### src/hw/capfs_pkg.sv
package capfs_pkg;

   // ==========================================================
   // Register map, byte addresses on the APB word grid
   // ==========================================================
   localparam logic [11:0] CAPFS_FUNC_OFS    = 12'h000;
   localparam logic [11:0] CAPFS_GPIO_OFS    = 12'h004;
   localparam logic [11:0] CAPFS_STATUS_OFS  = 12'h008;

   // ==========================================================
   // Field positions
   // ==========================================================
   localparam int CAPFS_FUNC_SEL_LSB     = 0;
   localparam int CAPFS_FUNC_CANCEL_BIT  = 8;
   localparam int CAPFS_GPIO_EN_LSB      = 0;
   localparam int CAPFS_GPIO_DIR_LSB     = 4;
   localparam int CAPFS_GPIO_OUT_LSB     = 8;
   localparam int CAPFS_ST_PIN_BIT       = 0;
   localparam int CAPFS_ST_SUSP_BIT      = 1;
   localparam int CAPFS_ST_VBUS_BIT      = 2;
   localparam int CAPFS_ST_CHG_BIT       = 3;
   localparam int CAPFS_ST_STAMP_BIT     = 4;
   localparam int CAPFS_ST_AWAKE_BIT     = 5;
   localparam int CAPFS_GPIO_PINS        = 4;

   // ==========================================================
   // Reset values
   // ==========================================================
   localparam logic [3:0] CAPFS_GPIO_RST  = 4'h0;
   localparam logic       CAPFS_CANCEL_RST = 1'b0;
   localparam logic [31:0] CAPFS_ZERO_WORD = 32'h0000_0000;

   // ==========================================================
   // Pin function codes
   // ==========================================================
   typedef enum logic [3:0] {
      CAPFS_FN_TRISTATE       = 4'h0,
      CAPFS_FN_DRIVE_ONE      = 4'h1,
      CAPFS_FN_DRIVE_ZERO     = 4'h2,
      CAPFS_FN_POWER_ENABLE_N = 4'h3,
      CAPFS_FN_SLEEP_N        = 4'h4,
      CAPFS_FN_CLOCK_FAST     = 4'h5,
      CAPFS_FN_CLOCK_MID      = 4'h6,
      CAPFS_FN_CLOCK_SLOW     = 4'h7,
      CAPFS_FN_GPIO           = 4'h8,
      CAPFS_FN_CHARGER        = 4'h9,
      CAPFS_FN_CHARGER_N      = 4'hA,
      CAPFS_FN_WRITE_STROBE_N = 4'hB,
      CAPFS_FN_READ_STROBE_N  = 4'hC,
      CAPFS_FN_BUS_POWER      = 4'hD,
      CAPFS_FN_TIMESTAMP      = 4'hE,
      CAPFS_FN_STAY_AWAKE_N   = 4'hF
   } capfs_func_t;

   localparam capfs_func_t CAPFS_FUNC_RST = CAPFS_FN_TRISTATE;

   // ==========================================================
   // Carriers
   // ==========================================================
   typedef struct packed {
      logic        psel;
      logic        penable;
      logic        pwrite;
      logic [11:0] paddr;
      logic [31:0] pwdata;
   } capfs_apb_req_t;

   typedef struct packed {
      logic        configured;
      logic        suspend_req;
      logic        charger_attached;
      logic        sof_pulse;
      logic        clock_out_fast;
      logic        clock_out_mid;
      logic        clock_out_slow;
      logic        bitbang_write_strobe_n;
      logic        bitbang_read_strobe_n;
   } capfs_core_t;

   typedef struct packed {
      capfs_func_t func;
      logic        cancel_sleep;
      logic [3:0]  gpio_en;
      logic [3:0]  gpio_dir;
      logic [3:0]  gpio_out;
      logic        stamp;
      logic        pin_out;
      logic        pin_oe_n;
      logic        bus_power;
      logic        suspended;
      logic [31:0] prdata;
      logic        pslverr;
   } capfs_state_t;

endpackage

### src/hw/capfs_aux_pin.sv
`timescale 1ns/1ps
// Operation
// - Function comes from stored config selection
// - Power enable low when configured, high suspended
// - Power enable is open drain only
// - Sleep indicator low in suspend, else high
// - Cancel option holds sleep high on charger
// - Clock output selected, stopped during suspend
// - GPIO mode per-pin enable, software controlled
// - Charger detect high while charger attached
// - Inverted charger detect pulls low, open drain
// - Write strobe mode outputs active-low strobe
// - Read strobe mode outputs active-low strobe
// - Bus power sense mode pin is input
// - Timestamp toggles pin per start-of-frame
// - Stay awake input low blocks suspend
module capfs_aux_pin
   import capfs_pkg::*;
#(
   parameter int PIN_INDEX = 3
) (
   input  wire logic        pclk,
   input  wire logic        presetn,
   input  wire logic        psel,
   input  wire logic        penable,
   input  wire logic        pwrite,
   input  wire logic [11:0] paddr,
   input  wire logic [31:0] pwdata,
   input  wire logic [3:0]  pstrb,
   output      logic [31:0] prdata,
   output      logic        pready,
   output      logic        pslverr,
   input  wire logic        usb_configured,
   input  wire logic        usb_suspend_req,
   input  wire logic        charger_attached,
   input  wire logic        sof_pulse,
   input  wire logic        clock_out_fast,
   input  wire logic        clock_out_mid,
   input  wire logic        clock_out_slow,
   input  wire logic        bitbang_write_strobe_n,
   input  wire logic        bitbang_read_strobe_n,
   input  wire logic        aux_pin_3_in,
   output      logic        aux_pin_3_out,
   output      logic        aux_pin_3_oe_n,
   output      logic        usb_suspended,
   output      logic        bus_power_sense
);

   // ==========================================================
   // Elaboration check
   // ==========================================================
   if (PIN_INDEX < 0 || PIN_INDEX >= CAPFS_GPIO_PINS) begin : g_bad_index
      $error("PIN_INDEX must select one of the four configurable pins");
   end
   if (CAPFS_GPIO_PINS != 4) begin : g_bad_pins
      $error("GPIO fields are four bits wide");
   end
   // Select field must stay clear of the cancel bit
   if (CAPFS_FUNC_SEL_LSB + 4 > CAPFS_FUNC_CANCEL_BIT) begin : g_bad_func
      $error("function field overlaps the cancel bit");
   end
   if (CAPFS_GPIO_OUT_LSB + CAPFS_GPIO_PINS > 32) begin : g_bad_gpio
      $error("GPIO output field leaves the word");
   end

   // ==========================================================
   // Decoding helpers
   // ==========================================================
   function automatic logic is_offset(input logic [11:0] addr,
                                      input logic [11:0] ofs);
      return addr == ofs;
   endfunction

   function automatic logic is_mapped(input logic [11:0] addr);
      return is_offset(addr, CAPFS_FUNC_OFS) || is_offset(addr, CAPFS_GPIO_OFS)
          || is_offset(addr, CAPFS_STATUS_OFS);
   endfunction

   // ==========================================================
   // Gathered inputs
   // ==========================================================
   capfs_apb_req_t apb;
   capfs_core_t    core;
   capfs_state_t   st_reg;
   capfs_state_t   st_next;

   logic           setup_phase;
   logic           write_phase;
   logic           stay_awake;
   logic           suspend_now;
   logic           selected_clock;
   logic           gpio_mine;
   logic [31:0]    func_word;
   logic [31:0]    gpio_word;
   logic [31:0]    status_word;
   logic [31:0]    merged_func;
   logic [31:0]    merged_gpio;

   assign apb.psel    = psel;
   assign apb.penable = penable;
   assign apb.pwrite  = pwrite;
   assign apb.paddr   = paddr;
   assign apb.pwdata  = pwdata;

   assign core.configured             = usb_configured;
   assign core.suspend_req            = usb_suspend_req;
   assign core.charger_attached       = charger_attached;
   assign core.sof_pulse              = sof_pulse;
   assign core.clock_out_fast         = clock_out_fast;
   assign core.clock_out_mid          = clock_out_mid;
   assign core.clock_out_slow         = clock_out_slow;
   assign core.bitbang_write_strobe_n = bitbang_write_strobe_n;
   assign core.bitbang_read_strobe_n  = bitbang_read_strobe_n;

   // ==========================================================
   // Bus phases
   // ==========================================================
   // Zero wait states: read data is latched in the setup cycle
   assign setup_phase = apb.psel && !apb.penable;
   assign write_phase = apb.psel && apb.penable && apb.pwrite;

   // ==========================================================
   // Suspend gating
   // ==========================================================
   assign stay_awake  = (st_reg.func == CAPFS_FN_STAY_AWAKE_N) && !aux_pin_3_in;
   assign suspend_now = core.suspend_req && !stay_awake;

   always_comb begin
      unique case (st_reg.func)
         CAPFS_FN_CLOCK_FAST: selected_clock = core.clock_out_fast;
         CAPFS_FN_CLOCK_MID:  selected_clock = core.clock_out_mid;
         default:             selected_clock = core.clock_out_slow;
      endcase
   end

   assign gpio_mine = st_reg.gpio_en[PIN_INDEX];

   // ==========================================================
   // Register words
   // ==========================================================
   always_comb begin
      func_word = CAPFS_ZERO_WORD;
      func_word[CAPFS_FUNC_SEL_LSB +: 4]  = st_reg.func;
      func_word[CAPFS_FUNC_CANCEL_BIT]    = st_reg.cancel_sleep;
      gpio_word = CAPFS_ZERO_WORD;
      gpio_word[CAPFS_GPIO_EN_LSB +: 4]   = st_reg.gpio_en;
      gpio_word[CAPFS_GPIO_DIR_LSB +: 4]  = st_reg.gpio_dir;
      gpio_word[CAPFS_GPIO_OUT_LSB +: 4]  = st_reg.gpio_out;
      status_word = CAPFS_ZERO_WORD;
      status_word[CAPFS_ST_PIN_BIT]       = aux_pin_3_in;
      status_word[CAPFS_ST_SUSP_BIT]      = st_reg.suspended;
      status_word[CAPFS_ST_VBUS_BIT]      = st_reg.bus_power;
      status_word[CAPFS_ST_CHG_BIT]       = core.charger_attached;
      status_word[CAPFS_ST_STAMP_BIT]     = st_reg.stamp;
      status_word[CAPFS_ST_AWAKE_BIT]     = stay_awake;
   end

   // Byte lanes honoured so software may touch the select, cancel or GPIO output field alone
   always_comb begin
      merged_func = func_word;
      merged_gpio = gpio_word;
      for (int b = 0; b < 4; b++) begin
         if (pstrb[b]) begin
            merged_func[8*b +: 8] = apb.pwdata[8*b +: 8];
            merged_gpio[8*b +: 8] = apb.pwdata[8*b +: 8];
         end
      end
   end

   // ==========================================================
   // Next state
   // ==========================================================
   always_comb begin
      st_next = st_reg;

      // Register writes take effect only at the access edge
      if (write_phase && is_offset(apb.paddr, CAPFS_FUNC_OFS)) begin
         st_next.func         = capfs_func_t'(merged_func[CAPFS_FUNC_SEL_LSB +: 4]);
         st_next.cancel_sleep = merged_func[CAPFS_FUNC_CANCEL_BIT];
      end
      if (write_phase && is_offset(apb.paddr, CAPFS_GPIO_OFS)) begin
         st_next.gpio_en  = merged_gpio[CAPFS_GPIO_EN_LSB +: 4];
         st_next.gpio_dir = merged_gpio[CAPFS_GPIO_DIR_LSB +: 4];
         st_next.gpio_out = merged_gpio[CAPFS_GPIO_OUT_LSB +: 4];
      end

      if (setup_phase) begin
         st_next.pslverr = !is_mapped(apb.paddr);
         if (is_offset(apb.paddr, CAPFS_FUNC_OFS)) begin
            st_next.prdata = func_word;
         end else if (is_offset(apb.paddr, CAPFS_GPIO_OFS)) begin
            st_next.prdata = gpio_word;
         end else if (is_offset(apb.paddr, CAPFS_STATUS_OFS)) begin
            st_next.prdata = status_word;
         end else begin
            st_next.prdata = CAPFS_ZERO_WORD;
         end
      end

      st_next.suspended = suspend_now;

      // Toggle flop runs only while the function is selected
      if (st_reg.func == CAPFS_FN_TIMESTAMP && core.sof_pulse) begin
         st_next.stamp = !st_reg.stamp;
      end

      st_next.bus_power = (st_reg.func == CAPFS_FN_BUS_POWER) && aux_pin_3_in;

      // Pad drive; oe_n low means the pad is driven
      st_next.pin_out  = 1'b0;
      st_next.pin_oe_n = 1'b1;
      unique case (st_reg.func)
         CAPFS_FN_TRISTATE: begin
            st_next.pin_oe_n = 1'b1;
         end
         CAPFS_FN_DRIVE_ONE: begin
            st_next.pin_out  = 1'b1;
            st_next.pin_oe_n = 1'b0;
         end
         CAPFS_FN_DRIVE_ZERO: begin
            st_next.pin_out  = 1'b0;
            st_next.pin_oe_n = 1'b0;
         end
         CAPFS_FN_POWER_ENABLE_N: begin
            // Never drive high: the external pull-up owns that level
            st_next.pin_out  = 1'b0;
            st_next.pin_oe_n = !(core.configured && !suspend_now);
         end
         CAPFS_FN_SLEEP_N: begin
            st_next.pin_oe_n = 1'b0;
            st_next.pin_out  = !suspend_now
                            || (st_reg.cancel_sleep && core.charger_attached);
         end
         CAPFS_FN_CLOCK_FAST,
         CAPFS_FN_CLOCK_MID,
         CAPFS_FN_CLOCK_SLOW: begin
            // Parked low in suspend rather than floating
            st_next.pin_oe_n = 1'b0;
            st_next.pin_out  = selected_clock && !suspend_now;
         end
         CAPFS_FN_GPIO: begin
            st_next.pin_out  = st_reg.gpio_out[PIN_INDEX];
            st_next.pin_oe_n = !(gpio_mine && st_reg.gpio_dir[PIN_INDEX]);
         end
         CAPFS_FN_CHARGER: begin
            st_next.pin_oe_n = 1'b0;
            st_next.pin_out  = core.charger_attached;
         end
         CAPFS_FN_CHARGER_N: begin
            st_next.pin_out  = 1'b0;
            st_next.pin_oe_n = !core.charger_attached;
         end
         CAPFS_FN_WRITE_STROBE_N: begin
            st_next.pin_oe_n = 1'b0;
            st_next.pin_out  = core.bitbang_write_strobe_n;
         end
         CAPFS_FN_READ_STROBE_N: begin
            st_next.pin_oe_n = 1'b0;
            st_next.pin_out  = core.bitbang_read_strobe_n;
         end
         CAPFS_FN_BUS_POWER: begin
            st_next.pin_oe_n = 1'b1;
         end
         CAPFS_FN_TIMESTAMP: begin
            st_next.pin_oe_n = 1'b0;
            st_next.pin_out  = st_next.stamp;
         end
         CAPFS_FN_STAY_AWAKE_N: begin
            st_next.pin_oe_n = 1'b1;
         end
      endcase
   end

   // ==========================================================
   // State register
   // ==========================================================
   always_ff @(posedge pclk or negedge presetn) begin
      if (!presetn) begin
         st_reg.func         <= CAPFS_FUNC_RST;
         st_reg.cancel_sleep <= CAPFS_CANCEL_RST;
         st_reg.gpio_en      <= CAPFS_GPIO_RST;
         st_reg.gpio_dir     <= CAPFS_GPIO_RST;
         st_reg.gpio_out     <= CAPFS_GPIO_RST;
         st_reg.stamp        <= 1'b0;
         st_reg.pin_out      <= 1'b0;
         st_reg.pin_oe_n     <= 1'b1;
         st_reg.bus_power    <= 1'b0;
         st_reg.suspended    <= 1'b0;
         st_reg.prdata       <= CAPFS_ZERO_WORD;
         st_reg.pslverr      <= 1'b0;
      end else begin
         st_reg <= st_next;
      end
   end

   // ==========================================================
   // Outputs
   // ==========================================================
   assign pready          = 1'b1;
   assign prdata          = st_reg.prdata;
   assign pslverr         = st_reg.pslverr;
   assign aux_pin_3_out   = st_reg.pin_out;
   assign aux_pin_3_oe_n  = st_reg.pin_oe_n;
   assign usb_suspended   = st_reg.suspended;
   assign bus_power_sense = st_reg.bus_power;

endmodule // capfs_aux_pin

### config.mk
export PLATFORM = sky130hd
export DESIGN_NAME = capfs_aux_pin
export DESIGN_NICKNAME = d
export VERILOG_FILES = /design/src/hw/capfs_pkg.sv /design/src/hw/capfs_aux_pin.sv
export SDC_FILE = /design/constraint.sdc
export NUM_CORES = 1
export LEC_CHECK = 0
export ABC_AREA = 1
export BUFFER_PORTS_ARGS = -buffer_cell sky130_fd_sc_hd__buf_2
export CAP_MARGIN = 20
export CORE_MARGIN = 5
export CORE_UTILIZATION = 30
export CTS_BUF_LIST = sky130_fd_sc_hd__clkbuf_2
export CTS_CLUSTER_DIAMETER = 50
export CTS_CLUSTER_SIZE = 25
export DETAILED_ROUTE_END_ITERATION = 16
export MAX_ROUTING_LAYER = met4
export SYNTH_ARGS = -nofsm -noshare
export SYNTH_HDL_FRONTEND = slang
export SYNTH_SLANG_ARGS = --single-unit
### constraint.sdc
create_clock -name pclk -period 3 [get_ports pclk]
set_input_delay 0.6 -clock pclk [delete_from_list [all_inputs] [get_ports pclk]]
set_output_delay 0.6 -clock pclk [all_outputs]
set_load 0.02 [all_outputs]
### Word level (Yosys, flattened, before mapping)

Index checks and enable logic that the tools add are counted.

| cells by class | value |
|---|---|
| mux-type cells | 7 |
| reduce and logical (&&, ||, !) cells | 34 |
| equal/unequal tests | 17 |

Operator list:

| kind | number |
|---|---|
| == test 4 bit (second input constant) | 8 |
| 2-to-1 mux 12 bit | 2 |
| == test 4 x 3 -> 1 bit (second input constant) | 4 |
| logical AND 1 bit | 13 |
| == test 12 x 3 -> 1 bit (second input constant) | 1 |
| == test 12 x 4 -> 1 bit (second input constant) | 1 |
| logical NOT 12 bit | 1 |
| OR reduction 10 bit | 1 |
| logical NOT 1 bit | 9 |
| == test 4 x 2 -> 1 bit (second input constant) | 2 |
| case mux 1 bit (8 select lines) | 1 |
| AND reduction 2 bit | 4 |
| 2-to-1 mux 6 bit | 1 |
| OR reduction 3 bit | 2 |
| case mux 1 bit (5 select lines) | 1 |
| == test 4 x 1 -> 1 bit (second input constant) | 1 |
| logical NOT 4 bit | 1 |
| logical OR 1 bit | 3 |
| case mux 1 bit (2 select lines) | 1 |
| 2-to-1 mux 1 bit | 1 |

| storage, ports and cells | value |
|---|---|
| register bits after elaboration | 55 |
| word-level logic and storage cells | 70 |
| output and inout bits | 38 |

### Logic depth before layout (Yosys ltp)

Gate-level depths: netlist (run 1).

| depth | value |
|---|---|
| word-level depth | 8 |
| mapped depth | 9 |
| depth with buffers taken out | 9 |

### Worst setup path after synthesis (run 1)

Ideal clock, no wire load.

| timing path | value |
|---|---|
| path type | input-to-reg |
| start point | in paddr[9] |
| end point | reg st_reg, in the netlist func_word[1] |
| setup time | 0.116 ns |
| setup slack | 1.491 ns |
| cell stages on the path | 8 |
| arrival time | 1.392 ns |
| required time | 2.884 ns |
| cell sequence | nor2_1 -> nand2_2 -> nor2_8 -> nand2_4 -> nor2_2 -> nand2_1 -> nand2_1 -> nand2_1 |

| between the ends | value |
|---|---|
| longest elaborated chain between the ends | 3 |

Ends and longest elaborated chain:

| element | RTL line | text |
|---|---|---|
| start, declared | capfs_aux_pin.sv:27 | `input wire logic [11:0] paddr,` |
| logical NOT 12 bit | capfs_aux_pin.sv:71 | `return addr == ofs;` |
| logical AND 1 bit | capfs_aux_pin.sv:177 | `if (write_phase && is_offset(apb.paddr, CAPFS_FUNC_OFS)) begin` |
| AND reduction 2 bit (no line) | - |  |
| end signal, assigned | capfs_aux_pin.sv:292 | `st_reg <= st_next;` |
| end, declared | capfs_aux_pin.sv:84 | `capfs_state_t st_reg;` |

Every way passes these cells.
A chain may end at the register's enable or synchronous reset.

### Final worst setup path (run 1)

| timing path | value |
|---|---|
| start point | reg st_reg, in the netlist aux_pin_3_oe_n |
| end point | out aux_pin_3_oe_n |

RTL lines:

| element | RTL line | text |
|---|---|---|
| end, declared | capfs_aux_pin.sv:44 | `output logic aux_pin_3_oe_n,` |

No word-level cell between the ends.

==> results of run 1 <==
worst max-delay path by stage:
stage | cells after the start | end | startpoint | slack (ns)
final | 1 | aux_pin_3_oe_n | aux_pin_3_oe_n$_DFF_PN1_ | 1.31
after detailed placement | 9 | gpio_word[1]$_DFFE_PN0P_ | paddr[9] | 1.08
after global placement | 9 | gpio_word[0]$_DFFE_PN0P_ | paddr[9] | 1.10
after global routing | 1 | aux_pin_3_oe_n | aux_pin_3_oe_n$_DFF_PN1_ | 1.24
after floorplan | 8 | func_word[1]$_DFFE_PN0P_ | paddr[9] | 1.49
after CTS | 1 | aux_pin_3_oe_n | aux_pin_3_oe_n$_DFF_PN1_ | 1.28
layer usage:
layer | vias to the layer above | track usage (%)
li1 | 946 | -
met1 | 828 | 17.18
met2 | 75 | 18.44
met3 | 10 | 2.965
met4 | 0 | 4.934
met5 | - | -
cells in the final DEF (no fill, tap or decap), types with 2 or more instances in the layout:
master,Yosys,layout
nor2_8,2,2
nand2_2,3,3
buf_2,3,57
dfrtp_1,34,34
inv_1,24,24
nor3_1,3,3
nor2_2,2,2
a21oi_1,3,3
nand4_1,6,6
conb_1,2,21
nand3_1,47,47
nor2_1,12,12
nand2_4,2,2
clkbuf_2,0,5
nand2_1,102,102
report_power, final:
part | switching, W | total [W] | internal (W)
Combinational | 0.0000690 | 0.0000962 | 0.0000272
Clock | 0.000174 | 0.000315 | 0.000141
Sequential | 0.00000131 | 0.000476 | 0.000475
cell families after synthesis:
family	count (synthesis)	synth area share [%]
and+or+nand+nor	182	39.33
DFF	35	41.21
AOI/OAI and AO/OA	5	1.293
other	2	0.3529
buffers and inverters	64	17.81
metrics by stage:
step	setup slack (ns)	util (%)	area (um2)	total power, W	hold slack, ns
CTS	1.276	35.07	2396	0.0008963	0.2617
detailed placement	1.080	34.07	2327	0.0005811	0.4642
global route	1.242	35.07	2396	0.0009318	0.3030
floorplan	1.491	-	2200	0.0005553	0.3044
finish	1.305	35.07	2396	0.0008875	0.2490
global placement	1.097	34.07	2327	0.0005806	0.4619
final cells by class:
cell class / count / area [um2]
Multi-Input combinational cell: 208 / 943.4
Clock buffer: 5 / 25.02
Sequential cell: 35 / 877.1
Inverter: 25 / 93.84
Timing Repair Buffer: 58 / 292.8
Clock inverter: 3 / 43.79
Fill cell: 787 / 4436
Tap cell: 96 / 120.1
worst register-to-register path: cells and delay by family (launching register included):
family / cells / cell delay [ns]
buf+inv: 1 / 0.04
simple gates: 6 / 0.74
flops: 1 / 0.52
==> out/qor.txt, run 1 <==
status: finished clean
total number of vias: 1,859
list of most frequent post-synthesis cells: nand2_1 (102), nand3_1 (47), buf_4 (34), dfrtp_1 (34), inv_1 (24)
synth top area cells: dfrtp_1 (40%), nand2_1 (18%), buf_4 (12%)
# IOs: 101
GRT Total Usage: 12.73%
num rows: 30
Startpoint Class: register
Final period util: 56.50%
post-synthesis sequential area ratio: 41.21%
RePlAce Congestion: 0.8083
Hold Vio Cnt, Final: 0
Tmin final: 1.695 ns
Syn-to-layout area delta: 12.58%
biggest cell delay along the critical path: 0.55 ns
clk_lat worst skew: 0.40 ns
post-detailed-route wirelength per cell: 11.86 um
Yosys reg bits: 35
Setup TNS: 0 ns
Max FO, Critical Path: 1
Synth Flop Type: dfrtp_1
Syn Inst Count: 288
CP Cell Sequence: buf_2
Pwr per Cell Area: 370.4 mW/mm2
EDFF count, synth: 0
# diodes: 0
Die H: 94.23 um
ys async rst share: 100.0%
first-pass GRT wire length: 8694 um
Worst VDD drop: 0.1472 mV
Remaining DRCs: 0
post-synth top area share: 39.98%
CP delay by family, top: flip-flops
Post-Syn Area per Cell: 7.390 um2
maxcap violations: 0
Met1 Routed Length: 2384 um
CP Class: register to output pin
Arr. time, crit path: 1.09 ns
post-CTS sizing: 0
CTS H-tree depth: 2
DP Wirelength: 4037 um
RSZ-0062 raised after global routing: no
fraction of layout cells with a size suffix above 1: 23.65%
slowest CP cell: dfstp_2
Final setup viols: 0
core region area: 0.006832 mm2
reg2reg start: func_word[3]$_DFFE_PN0P_
Top reg by flops: prdata
grt total ovfl: 0
largest net degree at the start of global routing: 36
Buf/Inv on CP: 1
met2 WL post-DR: 2188 um
count leader, synth: nand2_1
CP required: 2.40 ns
Clock Skews: 0.005660 ns
port buffer count: 57
post-synthesis cell type count: 24
dpl cells: 422
Worst Hold Class: input port to async pin
max-slew violation count: 0
TritonCTS Buffers: 5
max frequency: 590.0 MHz
die area: 0.008878 mm2
antenna violations before repair: 0
wirelength, routed: 5100 um
Worst setup EP type: output pin
Slew HR: 48.20%
Leak: 1.480 nW
number of global-route vias before repair: 1,860
# hold bufs at CTS: 0
CTS tree: built
Sink Count: 35
Die X: 94.23 um
max FFs per register: 12
Non-Filler Instances: 430
initial DRC count: 103
max layer used: met4
Longest Clk Path Bufs: 2
fin nets: 396
worst-margin pin slew: 0.7770 ns
antenna viol nets, final: 0
Vias/cell: 4.323
register-to-register setup slack: 1.63 ns
Netlist Area Pre-Place: 0.002128 mm2
top cell type by total area after synthesis: dfrtp_1
DRT Pass-1 Iters: 4
YS warnings: 0
reg2reg end: aux_pin_3_out$_DFF_PN0_
Starting Density: 31.15%
# Post-CTS Setup Buffers: 0
CTS clk-pin slew, worst paths: 0.18 ns
Root Buffer: clkbuf_2
WL met3: 426 um
worst r2r path cells: 7
Power figures use the tool's default switching activity.
==> run 2: changes to the inputs <==
Settings changed: ABC_AREA 1 to 0.
Clock period 3 ns to 1.49 ns, I/O delays scaled along.
==> run 2 against run 1 <==
Compared with the run above:
- clock-buffer cell count is 1 higher
- synthesized cell count is 36% lower
- worst setup slack worse by 1.3 ns
- largest power group unchanged
==> out/qor.txt, run 2 <==
Max FO, Critical Path: 4 (+3)
CTS H-tree depth: 2 (unchanged)
Synth Flop Type: dfrtp_1
top cell type by total area after synthesis: dfrtp_1
CP Cell Sequence: buf_2 -> nor4_4 -> nand2_2 -> buf_4 -> nor4_2 -> buf_4 -> mux2_2
die area: 0.008196 mm2 (-7.7%)
antenna violations before repair: 0 (unchanged)
max FFs per register: 12 (unchanged)
RSZ-0062 raised after global routing: no
DP Wirelength: 3696 um (-8.5%)
Worst Hold Class: input port to register
Startpoint Class: input port
Setup TNS: 0 ns (unchanged)
# diodes: 0 (unchanged)
Vias/cell: 4.474 (+3.5%)
Worst VDD drop: 0.2396 mV (+63%)
Longest Clk Path Bufs: 2 (unchanged)
EDFF count, synth: 0 (unchanged)
Worst setup EP type: register
grt total ovfl: 0 (unchanged)
Final setup viols: 0 (unchanged)
clk_lat worst skew: 0.39 ns (about the same)
Hold Vio Cnt, Final: 0 (unchanged)
CP Class: input port to register
Yosys reg bits: 35 (unchanged)
Netlist Area Pre-Place: 0.001946 mm2 (-8.6%)
Most common cell on crit path: buf_4
total number of vias: 1,436 (-23%)
Remaining DRCs: 0 (unchanged)
final worst setup slack: 0.05323 ns (-1.252 ns)
CTS tree: built
dpl cells: 312 (-26%)
post-synthesis sequential area ratio: 45.08% (+3.9 points)
RePlAce Congestion: 0.7702 (-4.7%)
post-synthesis cell type count: 40 (+67%)
Post-Syn Area per Cell: 10.52 um2 (+42%)
Tmin final: 1.437 ns
reg2reg start: func_word[0]$_DFFE_PN0P_
Non-Filler Instances: 321 (-25%)
TritonCTS Buffers: 5 (unchanged)
num rows: 29 (-3.3%)
number of global-route vias before repair: 1,556 (-16%)
count leader, synth: dfrtp_1
status: finished clean
Clock Skews: 0.02057 ns (+0.01491 ns)
GRT Total Usage: 12.02% (-0.71 points)
max frequency: 696.0 MHz
Die X: 90.53 um (-3.9%)
reg2reg end: prdata[5]$_DFFE_PN0P_
Sink Count: 35 (unchanged)
synth top area cells: dfrtp_1 (44%), buf_4 (13%), mux2_2 (10%)
worst r2r path cells: 4 (-3)
initial DRC count: 41 (-60%)
register-to-register setup slack: 0.16 ns (-1.47 ns)
max-slew violation count: 0 (unchanged)
Starting Density: 30.82% (-0.34 points)
YS warnings: 0 (unchanged)
Arr. time, crit path: 1.71 ns (+0.62 ns)
antenna viol nets, final: 0 (unchanged)
CP delay by family, top: simple AND/OR/NAND/NOR gates
largest net degree at the start of global routing: 23 (-36%)
DRT Pass-1 Iters: 4 (unchanged)
Pwr per Cell Area: 665.3 mW/mm2 (+80%)
Die H: 90.53 um (-3.9%)
post-detailed-route wirelength per cell: 14.03 um (+18%)
Syn Inst Count: 185 (-36%)
Buf/Inv on CP: 3 (+2)
CP required: 1.76 ns (-0.64 ns)
hold path depth: 2
list of most frequent post-synthesis cells: dfrtp_1 (34), buf_4 (33), mux2_2 (18), a21oi_1 (11), nand2_1 (9)
slowest CP cell: nor4_4
Syn-to-layout area delta: 21.54%
post-synth top area share: 43.73% (+3.8 points)
WHS Endpoint: gpio_word[4]$_DFFE_PN0P_
pre-CTS WS: -0.3999 ns (-1.480 ns)
ys async rst share: 100.0% (unchanged)
most common cell after layout, fill and taps aside: buf_2
most frequent cells in the layout: buf_2 (57), dfrtp_1 (32), conb_1 (21)
port buffer count: 57 (unchanged)
Top reg by flops: prdata
maxcap violations: 0 (unchanged)
fin util: 37.46% (+2.4 points)
Root Buffer: clkbuf_2
fin nets: 306 (-23%)
Final period util: 96.43%
Worst Hold Slack: 0.1245 ns (-0.1245 ns)
biggest cell delay along the critical path: 0.34 ns (-0.21 ns)
core region area: 0.006314 mm2 (-7.6%)
CTS clk-pin slew, worst paths: 0.17 ns (about the same)
min-delay src: pwdata[4]
# IOs: 101 (unchanged)
first-pass GRT wire length: 7679 um (-12%)
Leak: 1.198 nW (-19%)
fraction of layout cells with a size suffix above 1: 44.67% (+21 points)
wirelength, routed: 4504 um (-12%)
==> run 2: cell types whose count changed in the layout (fill, tap and decap cells not counted), sizes merged, moves of 5 or more <==
cell   before  now
nand3      47    2
nand2     107   10
buf        58   73
nor2       17    8
inv        25    7
a22o        0    5
mux2        0   18
a21oi       3   11
==> run 2: kinds of logic (layout without fill, tap and decap cells) <==
kind of cell,after synthesis,count (layout),synth area share (%)
compound gates,33,33,11.51
flops,35,35,45.08
mux,20,20,11.45
xor+xnor,2,2,0.9005
simple gates,44,44,14.79
buf+inv,49,89,15.88
other cells,2,21,0.3860
==> run 2: per-layer routing <==
metal | part of all wire, % | vias to the layer above | track usage (%)
met5 | 0 | - | -
met4 | 1.6 | 0 | 4.094
met3 | 6.5 | 5 | 4.250
met2 | 47 | 49 | 18.70
met1 | 45 | 670 | 14.43
li1 | - | 712 | -
==> run 2: area by class of cell <==
type,instances,area [um2]
clock buffers,6,30.03
clock inverters,2,7.507
fillers,668,3949
inverters,7,26.28
multi-input cells,120,884.6
flip-flops and latches,35,879.6
well taps,77,96.34
repair buffers,74,440.4
==> run 2: worst max-delay path by stage <==
| stage | from | end | slack (ns) | cells past startpoint |
|---|---|---|---|---|
| detailed placement | paddr[5] | gpio_word[11]$_DFFE_PN0P_ | -0.40 | 6 |
| CTS | paddr[5] | gpio_word[11]$_DFFE_PN0P_ | 0.01 | 6 |
| finish | paddr[5] | func_word[3]$_DFFE_PN0P_ | 0.05 | 7 |
| global route | func_word[0]$_DFFE_PN0P_ | prdata[5]$_DFFE_PN0P_ | 0.007 | 4 |
| global placement | paddr[5] | gpio_word[11]$_DFFE_PN0P_ | -0.38 | 6 |
| floorplan | paddr[5] | prdata[0]$_DFFE_PN0P_ | -0.18 | 5 |
==> run 2: worst reg2reg max path, delay by kind of cell (launching register included) <==
| kind | cells | cell delay (ns) |
|---|---|---|
| flip-flops | 1 | 0.57 |
| AND/OR/NAND/NOR | 2 | 0.46 |
| AO/OA/AOI/OAI | 2 | 0.27 |
==> run 2: metrics by stage <==
| stage | cell area, um2 | power, W |
|---|---|---|
| 3_5_place_dp | 2305 | 0.001178 |
| 5_1_grt | 2365 | 0.001673 |
| 3_3_place_gp | 2305 | 0.001175 |
| 6_report | 2365 | 0.001573 |
| 2_1_floorplan | 2082 | 0.001109 |
| 4_1_cts | 2352 | 0.001604 |
==> run 2: power by group <==
group / leakage [nW] / switching (W) / total (W) / internal, W
clock network: 0.0281 / 0.000299 / 0.000412 / 0.000113
registers: 0.475 / 0.00000127 / 0.000954 / 0.000952
logic: 0.695 / 0.000133 / 0.000208 / 0.0000752
total: 1.20 / 0.000433 / 0.00157 / 0.00114
==> run 2: timing repair <==
| action | 4_1_cts | 5_1_grt |
|---|---|---|
| gates resized for setup | 0 | 4 |
| endpoints found under the hold margin | 12 | 0 |
| hold buffers | 1 | 0 |
| setup endpoints to repair | 0 | 11 |
| setup buffers | 0 | 0 |
==> run 3: changes to the inputs <==
Settings changed: CORE_MARGIN 5 to 10.
==> run 3 against run 2 <==
Compared with the run above:
- die area rose by 23%
- clock skew fell by 0.0035 ns
- clock-buffer cell count did not move
- global-route usage fell by 1.8 points
- sequential cell count did not move
- cell count did not move
- wire length rose by 9.2%
- final area barely moved
- maximum frequency rose by 1.8%
- clock power rose by 2%
- critical endpoint unchanged
- largest power group unchanged
- highest routed layer unchanged
==> out/qor.txt, run 3 (synthesis results as in run 2) <==
CTS tree: built
Multi-input gate area: 884.6 um2 (unchanged)
Longest Clk Path Bufs: 2 (unchanged)
GRT Total Usage: 10.21% (-1.8 points)
most common cell after layout, fill and taps aside: buf_2
Max FO, Critical Path: 4 (unchanged)
Reg area: 880.8 um2 (+0.14%)
Leak: 1.196 nW (-0.15%)
Startpoint Class: input port
Starting Density: 30.82% (unchanged)
Die X: 100.5 um (+11%)
fillers: 680 (+1.8%)
Vias/cell: 4.604 (+2.9%)
post-detailed-route wirelength per cell: 15.32 um (+9.2%)
total number of vias: 1,478 (+2.9%)
DP Wirelength: 4089 um (+11%)
final instance area: 0.002366 mm2 (about the same)
Final setup viols: 0 (unchanged)
RePlAce Congestion: 0.7612 (-1.2%)
CTS clk-pin slew, worst paths: 0.18 ns (about the same)
clk_lat worst skew: 0.38 ns (about the same)
Die H: 100.5 um (+11%)
fraction of layout cells with a size suffix above 1: 45.08% (+0.41 points)
Sink Count: 35 (unchanged)
CP Cell Sequence: buf_2 -> nor4_4 -> nand2_2 -> buf_4 -> nor4_2 -> buf_4 -> mux2_2
TritonCTS Buffers: 5 (unchanged)
worst r2r path cells: 4 (unchanged)
Top reg by flops: prdata
antenna violations before repair: 0 (unchanged)
Arr. time, crit path: 1.68 ns (-0.03 ns)
slowest CP cell: mux2_2
maxcap violations: 0 (unchanged)
die area: 0.01011 mm2 (+23%)
max FFs per register: 12 (unchanged)
Syn-to-layout area delta: 21.61% (about the same)
reg2reg start: func_word[2]$_DFFE_PN0P_
grt total ovfl: 0 (unchanged)
CTS H-tree depth: 2 (unchanged)
first-pass GRT wire length: 7983 um (+4.0%)
Final Total Pwr: 0.001587 W (+0.90%)
Critical Path Stages: 7 (unchanged)
Most common cell on crit path: buf_4
reg2reg end: aux_pin_3_out$_DFF_PN0_
status: finished clean
wirelength, routed: 4918 um (+9.2%)
port buffer count: 57 (unchanged)
register-to-register setup slack: 0.16 ns (about the same)
Pwr per Cell Area: 670.9 mW/mm2 (+0.85%)
initial DRC count: 56 (+37%)
number of global-route vias before repair: 1,595 (+2.5%)
CP delay by family, top: simple AND/OR/NAND/NOR gates
Worst setup EP type: register
biggest cell delay along the critical path: 0.33 ns (about the same)
CP Class: input port to register
Root Buffer: clkbuf_2
Worst VDD drop: 0.2280 mV (-4.8%)
Worst Hold Slack: 0.1309 ns (+0.006439 ns)
placed cell areas: 0.002305 mm2 (unchanged)
num rows: 29 (unchanged)
Crit. Startpoint: paddr[5]
Clock Skews: 0.01706 ns (-0.003515 ns)
max frequency: 708.4 MHz (+1.8%)
Buf/Inv on CP: 3 (unchanged)
Setup crit end: func_word[3]$_DFFE_PN0P_
# IOs: 101 (unchanged)
fin nets: 306 (unchanged)
CP required: 1.76 ns (about the same)
Tmin final: 1.412 ns (-0.02518 ns)
Remaining DRCs: 0 (unchanged)
Final period util: 94.74% (-1.7 points)
core region area: 0.006314 mm2 (unchanged)
DRT Pass-1 Iters: 4 (unchanged)
antenna viol nets, final: 0 (unchanged)
RSZ-0062 raised after global routing: yes
Hold Vio Cnt, Final: 0 (unchanged)
largest net degree at the start of global routing: 21 (-8.7%)
Worst Hold Class: input port to register
max-slew violation count: 0 (unchanged)
most frequent cells in the layout: buf_2 (57), dfrtp_1 (31), conb_1 (21)
# diodes: 0 (unchanged)
==> run 3: area by class of cell <==
| cell class | count | share of cell area, % |
|---|---|---|
| inverter | 7 | 1.111 |
| tap | 77 | 4.072 |
| multi-input combinational | 120 | 37.39 |
| clock inverter | 2 | 0.3173 |
| sequential | 35 | 37.23 |
| timing repair buffer | 74 | 18.61 |
| clock buffer | 6 | 1.269 |
==> run 3: routing by layer <==
metal / global-route usage [%] / vias up / wire [um]
met5: - / - / 0
met4: 3.587 / 0 / 55
met3: 4.115 / 6 / 471
met2: 15.08 / 58 / 2240
met1: 12.30 / 698 / 2151
li1: - / 716 / -
==> run 3: worst register-to-register path, delay by kind of cell, from the launching register on <==
kind / cells / cell delay [ns]
AOI/OAI and AO/OA: 2 / 0.49
buffers and inverters: 1 / 0.10
and+or+nand+nor: 1 / 0.14
DFF: 1 / 0.47
==> run 3: worst min-delay path by stage <==
| stage | startpoint | end | slack, ns | cells past startpoint |
|---|---|---|---|---|
| after floorplan | presetn | aux_pin_3_out$_DFF_PN0_ | 0.002 | 0 |
| after global placement | presetn | prdata[4]$_DFFE_PN0P_ | 0.25 | 1 |
| after detailed placement | presetn | prdata[4]$_DFFE_PN0P_ | 0.25 | 1 |
| after CTS | pwdata[6] | gpio_word[6]$_DFFE_PN0P_ | 0.12 | 2 |
| after global routing | pwdata[6] | gpio_word[6]$_DFFE_PN0P_ | 0.11 | 2 |
| final | pwdata[5] | gpio_word[5]$_DFFE_PN0P_ | 0.13 | 2 |
==> run 3: repair_timing <==
item / 4_1_cts / 5_1_grt
setup buffers: 0 / 0
endpoints found under the hold margin: 15 / 0
resized for setup: 0 / 5
hold buffers: 1 / 0
endpoints found under the setup margin: 0 / 7
==> run 3: power breakdown <==
group | switching (W) | internal (W) | leakage, nW
registers | 0.00000120 | 0.000953 | 0.473
clock network | 0.000309 | 0.000113 | 0.0281
logic | 0.000135 | 0.0000773 | 0.695
==> run 3: through the flow <==
stage          cells  setup slack [ns]  utilization (%)  setup TNS [ns]
2_1_floorplan    204           -0.1777                -          -2.850
6_report         321           0.07842            37.48               0
4_1_cts          321           0.03925            37.26               0
5_1_grt          321         -0.007292            37.48        -0.01030
3_3_place_gp     312           -0.3699            36.50          -7.182
3_5_place_dp     312           -0.3564            36.50          -7.063
